--- src/sci_sync_pkg.sv ---
package sci_sync_pkg;
    // mode selection
    localparam logic [2:0] WORD_SELECT_SYNC = 3'h0;
    localparam logic       CLK_SRC_INTERNAL = 1'h0;
    localparam logic       CLK_SRC_EXTERNAL = 1'h1;

    // timing, clock_i at 250 MHz
    localparam int CLOCK_PERIOD_PS   = 4000;
    localparam int MASTER_BIT_PS     = 32000;
    localparam int CRYSTAL_PERIOD_PS = 4000;
    localparam int TAIL_HOLD_PS      = (CRYSTAL_PERIOD_PS * 3) / 2;
    localparam int BIT_CYCLES        = MASTER_BIT_PS / CLOCK_PERIOD_PS;
    localparam int TAIL_CYCLES       = (TAIL_HOLD_PS + CLOCK_PERIOD_PS - 1) / CLOCK_PERIOD_PS;

    localparam logic [2:0] PHASE_SAMPLE = 3'(BIT_CYCLES / 4);
    localparam logic [2:0] PHASE_HALF   = 3'(BIT_CYCLES / 2);
    localparam logic [2:0] PHASE_LAST   = 3'(BIT_CYCLES - 1);
    localparam logic [1:0] TAIL_COUNT   = 2'(TAIL_CYCLES);

    // bit positions within a word
    localparam logic [2:0] BIT_FIRST       = 3'h0;
    localparam logic [2:0] BIT_EMPTY_SET   = 3'h1;
    localparam logic [2:0] BIT_NEXT_DECIDE = 3'h6;
    localparam logic [2:0] BIT_LAST        = 3'h7;

    // reset values
    localparam logic       TXD_IDLE   = 1'h1;
    localparam logic [7:0] DATA_RESET = 8'h00;
endpackage

--- src/pin_sync.sv ---
`timescale 1ns/100ps
module pin_sync (
    input  wire logic       clock_i,
    input  wire logic       rst_i,
    input  wire logic [1:0] async_i,
    output logic      [1:0] sync_o
);
    typedef struct packed {
        logic [1:0] meta;
        logic [1:0] stable;
    } sync_state_t;

    sync_state_t st;
    sync_state_t next_st;

    // first stage is read only by the second stage
    always_comb begin
        next_st        = st;
        next_st.meta   = async_i;
        next_st.stable = st.meta;
    end

    always_ff @(posedge clock_i) begin
        if (rst_i) begin
            st <= '0;
        end else begin
            st <= next_st;
        end
    end

    assign sync_o = st.stable;
endmodule

--- src/sci_sync_shift.sv ---
`timescale 1ns/100ps
// Functional notes
// - word select zero enables shift mode
// - one clock serves transmit and receive
// - master clocks only while word present
// - both sources internal selects master
// - both sources external selects slave
// - master starts on full hold register, eight bits
// - master bit stable across both edges
// - master samples mid low or high
// - empty flag sets mid bit one
// - slave edges follow clock polarity
// - no frame, misalignment unflagged
// - slave last bit truncated, pin idles
// - wired-or releases idle transmit pin
// - late slave write causes retransmission
// - slave shifting follows external clock
// - preloaded slave byte goes out first
// - write clears empty, mid bit one sets it
// - reading receive data clears full flag
module sci_sync_shift (
    input  wire logic       clock_i,
    input  wire logic       rst_i,
    input  wire logic [2:0] word_select_field_i,
    input  wire logic       clock_polarity_bit_i,
    input  wire logic       transmit_clock_source_i,
    input  wire logic       receive_clock_source_i,
    input  wire logic       wired_or_select_i,
    input  wire logic       tx_write_i,
    input  wire logic [7:0] tx_data_i,
    input  wire logic       rx_read_i,
    input  wire logic       sclk_i,
    input  wire logic       rxd_i,
    output logic            sclk_o,
    output logic            sclk_oe_o,
    output logic            txd_o,
    output logic            txd_oe_o,
    output logic      [7:0] receive_data_reg_o,
    output logic            receive_full_flag_o,
    output logic            transmit_empty_flag_o
);
    import sci_sync_pkg::*;

    typedef enum logic [1:0] {ST_IDLE, ST_SHIFT, ST_TAIL, ST_GAP} run_t;

    typedef struct packed {
        run_t       state;
        logic [7:0] tx_hold;
        logic       hold_full;
        logic       fresh;
        logic       next_ok;
        logic [7:0] tx_word;
        logic [2:0] bit_idx;
        logic [2:0] phase;
        logic [2:0] drive_idx;
        logic [1:0] tail_cnt;
        logic [7:0] rx_shift;
        logic [7:0] rx_data;
        logic       rx_full;
        logic       sclk_prev;
        logic       sclk_out;
        logic       sclk_oe;
        logic       txd_out;
        logic       txd_oe;
    } core_state_t;

    core_state_t st;
    core_state_t next_st;
    logic [1:0]  synced;
    logic        sclk_s;
    logic        rxd_s;
    logic        sync_mode;
    logic        master;
    logic        slave;
    logic        rise;
    logic        fall;
    logic        capture;
    logic        drive;
    logic        mid_bit;
    logic        rx_done;
    logic        transmitting;

    function automatic logic edge_pick(input logic falling_sel, input logic r, input logic f);
        edge_pick = falling_sel ? f : r;
    endfunction

    pin_sync u_pin_sync (
        .clock_i (clock_i),
        .rst_i   (rst_i),
        .async_i ({sclk_i, rxd_i}),
        .sync_o  (synced)
    );

    assign sclk_s    = synced[1];
    assign rxd_s     = synced[0];
    assign sync_mode = word_select_field_i == WORD_SELECT_SYNC;
    assign master    = sync_mode && transmit_clock_source_i == CLK_SRC_INTERNAL
                       && receive_clock_source_i == CLK_SRC_INTERNAL;
    assign slave     = sync_mode && transmit_clock_source_i == CLK_SRC_EXTERNAL
                       && receive_clock_source_i == CLK_SRC_EXTERNAL;
    assign rise      = sclk_s && !st.sclk_prev;
    assign fall      = !sclk_s && st.sclk_prev;
    assign capture   = edge_pick(clock_polarity_bit_i, rise, fall);
    assign drive     = edge_pick(!clock_polarity_bit_i, rise, fall);

    always_comb begin
        next_st           = st;
        next_st.sclk_prev = sclk_s;
        mid_bit           = 1'b0;
        rx_done           = 1'b0;
        transmitting      = 1'b0;
        if (master) begin
            unique case (st.state)
                ST_IDLE: begin
                    next_st.phase   = 3'h0;
                    next_st.bit_idx = BIT_FIRST;
                    if (st.hold_full) begin
                        next_st.tx_word = st.tx_hold;
                        next_st.fresh   = 1'b1;
                        next_st.state   = ST_SHIFT;
                    end
                end
                ST_SHIFT: begin
                    next_st.phase = st.phase + 3'h1;
                    // sample at quarter phase: middle of first clock half
                    if (st.phase == PHASE_SAMPLE) begin
                        next_st.rx_shift = {rxd_s, st.rx_shift[7:1]};
                        rx_done          = st.bit_idx == BIT_LAST;
                    end
                    mid_bit = st.phase == PHASE_HALF;
                    if (st.phase == PHASE_LAST) begin
                        if (st.bit_idx != BIT_LAST) begin
                            next_st.bit_idx = st.bit_idx + 3'h1;
                        end else if (st.next_ok) begin
                            next_st.tx_word = st.tx_hold;
                            next_st.fresh   = 1'b1;
                            next_st.bit_idx = BIT_FIRST;
                        end else begin
                            // late write: gap, then restart from idle
                            next_st.state = ST_IDLE;
                        end
                    end
                end
                ST_TAIL, ST_GAP: begin
                    next_st.state = ST_IDLE;
                end
            endcase
        end else if (slave) begin
            // shifting only on received edges; no edges, no progress
            if (capture) begin
                next_st.rx_shift = {rxd_s, st.rx_shift[7:1]};
                next_st.bit_idx  = st.bit_idx + 3'h1;
                rx_done          = st.bit_idx == BIT_LAST;
                mid_bit          = 1'b1;
            end
            // bit count runs free; a lost edge shifts alignment for good
            unique case (st.state)
                ST_IDLE: begin
                    if (st.hold_full && st.bit_idx == BIT_FIRST) begin
                        next_st.tx_word   = st.tx_hold;
                        next_st.fresh     = 1'b1;
                        next_st.drive_idx = BIT_FIRST;
                        next_st.state     = ST_SHIFT;
                    end
                end
                ST_SHIFT: begin
                    if (drive) begin
                        next_st.drive_idx = st.bit_idx;
                    end
                    if (capture && st.bit_idx == BIT_LAST) begin
                        next_st.tail_cnt = TAIL_COUNT;
                        next_st.state    = ST_TAIL;
                    end
                end
                ST_TAIL: begin
                    next_st.tail_cnt = st.tail_cnt - 2'h1;
                    if (st.tail_cnt == 2'h1) begin
                        next_st.state = ST_GAP;
                        if (st.next_ok) begin
                            next_st.tx_word = st.tx_hold;
                            next_st.fresh   = 1'b1;
                        end
                        // else tx_word kept: same word goes out again
                    end
                end
                ST_GAP: begin
                    if (drive) begin
                        next_st.drive_idx = BIT_FIRST;
                        next_st.state     = ST_SHIFT;
                    end
                end
            endcase
        end else begin
            // mixed sources are undefined; hold still
            next_st.state = ST_IDLE;
        end

        if (mid_bit && st.state != ST_IDLE) begin
            if (st.bit_idx == BIT_EMPTY_SET && st.fresh) begin
                next_st.hold_full = 1'b0;
                next_st.fresh     = 1'b0;
            end
            if (st.bit_idx == BIT_NEXT_DECIDE) begin
                next_st.next_ok = st.hold_full;
            end
        end
        // write after the clear so a same-cycle write is kept
        if (tx_write_i) begin
            next_st.tx_hold   = tx_data_i;
            next_st.hold_full = 1'b1;
        end
        if (rx_done) begin
            next_st.rx_data = next_st.rx_shift;
            next_st.rx_full = 1'b1;
        end else if (rx_read_i) begin
            next_st.rx_full = 1'b0;
        end

        transmitting = next_st.state == ST_SHIFT
                       || (slave && next_st.state == ST_TAIL);
        next_st.txd_out = TXD_IDLE;
        if (transmitting) begin
            next_st.txd_out = next_st.tx_word[master ? next_st.bit_idx : next_st.drive_idx];
        end
        next_st.txd_oe  = (master || slave) && (!wired_or_select_i || transmitting);
        next_st.sclk_oe = master;
        next_st.sclk_out = !clock_polarity_bit_i;
        if (master && next_st.state == ST_SHIFT && next_st.phase < PHASE_HALF) begin
            next_st.sclk_out = clock_polarity_bit_i;
        end
    end

    always_ff @(posedge clock_i) begin
        if (rst_i) begin
            st          <= '0;
            st.state    <= ST_IDLE;
            st.tx_hold  <= DATA_RESET;
            st.tx_word  <= DATA_RESET;
            st.rx_data  <= DATA_RESET;
            st.sclk_out <= 1'b1;
            st.txd_out  <= TXD_IDLE;
        end else begin
            st <= next_st;
        end
    end

    assign sclk_o                = st.sclk_out;
    assign sclk_oe_o             = st.sclk_oe;
    assign txd_o                 = st.txd_out;
    assign txd_oe_o              = st.txd_oe;
    assign receive_data_reg_o    = st.rx_data;
    assign receive_full_flag_o   = st.rx_full;
    assign transmit_empty_flag_o = !st.hold_full;
endmodule

--- config.mk ---
export PLATFORM = sky130hd
export DESIGN_NAME = sci_sync_shift
export DESIGN_NICKNAME = d
export VERILOG_FILES = /design/src/sci_sync_pkg.sv /design/src/pin_sync.sv /design/src/sci_sync_shift.sv
export SDC_FILE = /design/constraint.sdc
export NUM_CORES = 1
export LEC_CHECK = 0
export BUFFER_PORTS_ARGS = -buffer_cell sky130_fd_sc_hd__buf_2
export CORE_ASPECT_RATIO = 1.1
export CORE_UTILIZATION = 45
export CTS_CLUSTER_SIZE = 25
export DETAILED_ROUTE_END_ITERATION = 16
export PLACE_DENSITY = 0.69
export SYNTH_ARGS = -nofsm -noshare
export SYNTH_HDL_FRONTEND = slang
export SYNTH_HIERARCHICAL = 1
export SYNTH_SLANG_ARGS = --single-unit
export TNS_END_PERCENT = 100
--- constraint.sdc ---
create_clock -name clock_i -period 2.4 [get_ports clock_i]
set_input_delay 0.24 -clock clock_i [delete_from_list [all_inputs] [get_ports clock_i]]
set_output_delay 0.24 -clock clock_i [all_outputs]
set_load 0.005 [all_outputs]
# --- Word level (Yosys, flattened, before mapping) ---
# Index checks and enable logic that the tools add are counted.
totals:
  regBits: 58
  output_inout_bits: 14
  wordCells: 147
op_classes:
  addsub: 3
  order_cmp: 2
  eq_ne: 14
  mux: 69
  bitwise_logic: 4
  reduce_logical: 35
ops:
  columns: ["op", "count"]
  rows:
  - ["$mux 8", 9]
  - ["$mux 11", 4]
  - ["$pmux 14 s2", 1]
  - ["$mux 1", 25]
  - ["$mux 2", 12]
  - ["$mux 3", 8]
  - ["$pmux 8 s2", 1]
  - ["$logic_and 1x1->1", 14]
  - ["$mux 13", 1]
  - ["$eq 3x3->1 const B", 4]
  - ["$reduce_bool 2->1", 5]
  - ["$pmux 3 s3", 1]
  - ["$pmux 2 s4", 1]
  - ["$add 3x1->3 const B", 2]
  - ["$eq 2x1->1 const B", 3]
  - ["$eq 2x2->1 const B", 3]
  - ["$logic_not 3->1", 2]
  - ["$pmux 2 s3", 1]
  - ["$logic_not 1->1", 5]
  - ["$mux 5", 1]
  - ["$lt 3x4->1 const B", 1]
  - ["$not 1->1", 4]
  - ["$pmux 1 s2", 2]
  - ["$pmux 2 s2", 1]
  - ["other kinds (12)", 16]

# --- Logic depth before layout (Yosys ltp) ---
logic_depth:
  ltp_word: 13
  mapped_depth: 10

# --- Cells and area by module ---
# Netlist, hierarchy kept.
by_module_without_submodules:
  columns: ["module", "n_inst", "cells_per_inst", "area_per_inst_um2", "seq_area_each_um2"]
  rows:
  - ["sci_sync_shift", 1, 350, 2945.3, 1061.0]
  - ["pin_sync", 1, 8, 105.1, 80.1]

# --- Worst setup path after synthesis ---
# No wires, ideal clock.
synth_timing:
  path_kind: "reg2reg"
  startpoint: "reg st[30] in the netlist's numbering"
  endpoint: "reg st (netlist bit txd_o)"
  setup_ns: 0.060
  arrival_ns: 2.284
  required_time_ns: 2.340
  setup_slack_ns: 0.055
  stages_incl_launch_ff: 10
  synth_period_minus_slack_ns: 2.345
  path_cell_list: "dfxtp_1 -> ha_1 -> ha_1 -> clkbuf_1 -> nand3_1 -> o21ai_0 -> nand2_1 -> a311o_1 -> a32oi_1 -> a311o_1"
synth_between:
  elab_chain_len: 11
  word_cells_on_any_way: 38
  cone_classes: "1 x add/sub; 4 x eq/ne; 26 x mux; 1 x bitwise; 6 x reduce/logical"
synth_rtl:
  columns: ["element", "line", "text"]
  rows:
  - ["start: declaration", "sci_sync_shift.sv:67", "core_state_t st;"]
  - ["start signal: assignment", "sci_sync_shift.sv:243", "st <= next_st;"]
  - ["parallel branches: the longest is 11 deep, another holds $add 3x1->3", null, null]
# Parallel ways; which one is timed is not known. The select of a mux whose other input is x is not followed.
# A chain may end at the register's enable or synchronous reset.

# --- Worst setup path after layout ---
# Ends and elaborated chain as after synthesis.

==> metrics.md <==
| Metric | Value |
|---|---|
| Status | finished, final reports clean |
| Top post-synthesis cells by area | dfxtp_1 (37%), mux2i_1 (7.5%), ha_1 (6.2%) |
| Final min period | 2.32 ns |
| CP Cell Sequence | inv_1 -> ha_2 -> nand3b_1 -> a2111o_1 -> o21ai_2 -> a31oi_4 -> buf_4 -> nand3_1 -> a32oi_1 -> a311o_1 |
| CP Data Arrival Time | 2.55 ns |
| CTS root buf | clkbuf_8 |
| Initial Util | 0.465 |
| Routed Antenna Nets | 0 |
| Worst path slowest cell | a2111o_1 |
| WP data required | 2.63 ns |
| Worst-margin pin slew | 0.500 ns |
| TritonCTS buffer count | 9 |
| Util after Layout | 0.588 |
| CTS tree | yes |
| Largest net degree at the start of global routing | 29 |
| CP endpoint | txd_o$_SDFF_PP1_ |
| Final Skew | 0.00835 ns |
| Max incr delay on CP | 0.47 ns |
| Crit path launch type | register |
| Worst-path clk slew | 0.08 ns |
| Routed WL per cell | 16.4 µm |
| Post-synthesis compound-gate area fraction | 0.226 |
| Fillers | 562 |
| Vias | 2923 |
| P_leak | 1.61 nW |
| Flops & latches, synth | 57 |
| Maximum clock rate | 0.431 GHz |
| Slew HR | 0.666 |
| Final global-route overflow total | 0 |
| Worst vdd ir | 0.410 mV |
| CP max FO | 5 |
| Critical Path Source | st[30]$_SDFF_PP0_ |
| H-tree depth | 3 |
| Die Ht | 88.4 µm |
| Reg2reg setup slack | 0.08 ns |
| Reg2Reg Depth | 10 |
| R2R Path Start | st[30]$_SDFF_PP0_ |
| Warnings, synthesis | 6 |
| Post-Syn Instances | 358 |
| Fin. Hold Viols | 0 |
| Core area | 6560 µm² |
| DRT iter0 DRCs | 149 |
| Boundary Pins | 35 |
| Initial antenna violation count | 0 |
| Post-synthesis adder-cell area fraction | 0.0615 |
| Slew Limit Fails | 0 |
| Share of the synthesized area in the top cell type | 0.374 |
| Worst skew pair latency | 0.35 ns |
| Most common cell after layout, fill and taps aside | dfxtp_1 |
| RePlAce Congestion | 1.04 |
| R2R Path End | txd_o$_SDFF_PP1_ |
| Simple-Gate Fraction of Synth Area | 0.198 |
| Total power | 2.18 mW |
| Final worst path period share | 0.966 |
| Unrepaired setup endpoints after global routing | true |
| Mapped Avg Cell Area | 8.52 µm² |
| Setup ws final | 0.0821 ns |
| Via/cell ratio | 5.79 |
| Mux cell area share after synthesis | 0.0792 |
| Hpwl dp | 5870 µm |
| CP Capture Type | register |
| TritonCTS Sinks | 57 |
| Vias in the first global route | 2724 |
| Cell variety after synth | 54 |
| Setup CP Type | reg -> reg |
| Number of diodes | 0 |
| Top FF cell, synth | dfxtp_1 |
| Clock buffer depth | 2 |
| DRC | 0 |
| Final setup violation count | 0 |
| Routed wire length | 8260 µm |
| Layout cells sized above 1 | 0.288 |
| Post-synth EDFFs | 0 |
| Largest family of logic cells by synthesized area | compound AO/OA/AOI/OAI gates |
| First-pass GRT wire length | 13000 µm |
| GR Util All Layers | 0.242 |
| Final nets | 454 |
| Cts hold-fix bufs | 0 |
| Max-cap viol count | 0 |
| Synth area leader | dfxtp_1 |
| Worst hold-check path type | in -> reg |
| Layout area overhead | 26.5% |
| Pre-antenna DRT Iters | 5 |
| Register area share after synthesis | 0.374 |
| Commonest cells after routing, fill and taps aside | dfxtp_1 (53), nand2_1 (45), buf_4 (40), buf_2 (34), nor2_1 (32) |
| Post-Syn Area | 3050 µm² |
| Die Width | 80.5 µm |
| Die area | 7110 µm² |
| Ys async rst share | 0 |
| Setup WS pre-CTS | -0.103 ns |
| Syn Nets | 394 |
| Power Density | 566 nW/µm² |
| Number of core rows | 31 |
| Xor/xnor share of the synthesized area | 0.00287 |
| Port-buffer cells | 34 |
[metal layers]
layer | routed length (µm) | vias up | global-route usage
met4 | 227 | 0 | 0.140
met2 | 4280 | 96 | 0.408
met1 | 3420 | 1390 | 0.290
li1 | - | 1416 | -
met5 | 0 | - | 0
met3 | 329 | 21 | 0.0423
[worst max-delay path, delay by kind of cell, from the launching register on]
family                   cells  cell delay [ns]
AND/OR/NAND/NOR              2             0.19
adder cells (fa/ha/maj)      1             0.18
AO/OA/AOI/OAI                5             1.24
flip-flops                   1             0.34
buffers and inverters        2             0.25
[state kept, by name, indices dropped and copies added (netlist names)]
signal and cells:
receive_data_reg_o 8, receive_full_flag_o 1, sclk_o 1, sclk_oe_o 1, st 40, txd_o 1, txd_oe_o 1, u_pin_sync/next_st 2
u_pin_sync/sync_o 2
[synthesized netlist by cell type, types with 3 or more instances]
master    number
o21ai_0       14
a32oi_1        4
nand2b_1       5
a221o_1        3
clkbuf_1       9
a211oi_1       6
nor2b_1        7
nor3_1         6
and3_1         4
buf_1          3
buf_2          5
nand3_1        8
a221oi_1      10
nand2_1       45
a21oi_1       22
mux2i_1       23
ha_1          15
inv_1         13
a21o_1         3
dfxtp_1       57
nor2_1        33
a22oi_1        5
and2_1         5
buf_4          8
o211ai_1       4
nand3b_1       4
a31oi_1        5
[power by group]
group          internal (mW)  switching, mW
Sequential             0.964         0.0179
Clock                  0.594          0.442
Combinational         0.0736         0.0916
[area by class of cell]
cell class	count	area (µm²)	area share
flip-flops and latches	57	1150	0.298
repair buffers	74	470	0.122
clock inverters	7	103	0.0266
inverters	13	48.8	0.0127
clock buffers	9	124	0.0321
well taps	82	103	0.0266
multi-input cells	263	1860	0.482
[how the worst min path moves through the flow]
stage | cells past startpoint | startpoint | endpoint | slack [ns]
after CTS | 2 | sclk_i | u_pin_sync/next_st[1]$_SDFF_PP0_ | 0.09
after global routing | 2 | sclk_i | u_pin_sync/next_st[1]$_SDFF_PP0_ | 0.12
after global placement | 1 | u_pin_sync/next_st[0]$_SDFF_PP0_ | u_pin_sync/sync_o[0]$_SDFF_PP0_ | 0.43
after detailed placement | 1 | u_pin_sync/next_st[0]$_SDFF_PP0_ | u_pin_sync/sync_o[0]$_SDFF_PP0_ | 0.43
after floorplan | 1 | rst_i | u_pin_sync/next_st[0]$_SDFF_PP0_ | 0.31
final | 2 | sclk_i | u_pin_sync/next_st[1]$_SDFF_PP0_ | 0.09
[kinds of logic after synthesis]
| kind of cell | count (synthesis) |
|---|---|
| xor+xnor | 1 |
| flops | 57 |
| simple gates | 127 |
| fa+ha+maj | 15 |
| compound gates | 96 |
| mux | 24 |
| buf+inv | 38 |
[timing repair]
| action | CTS | global route |
|---|---|---|
| endpoints found under the hold margin | 0 | 0 |
| endpoints found under the setup margin | 1 | 3 |
| pin swaps | 0 | 8 |
| setup buffers | 0 | 3 |
| resized for setup | 6 | 31 |
[through the flow]
stage,cell area (µm²),hold WS [ns],instances,TNS [ns]
finish,3860,0.0925,505,0
global route,3860,0.123,505,-0.0514
CTS,3720,0.0905,502,0
detailed placement,3470,0.428,486,-0.103
global placement,3470,0.429,486,-0.0265
floorplan,3050,0.312,358,0
Note: power is estimated with default switching activity, not from simulation.
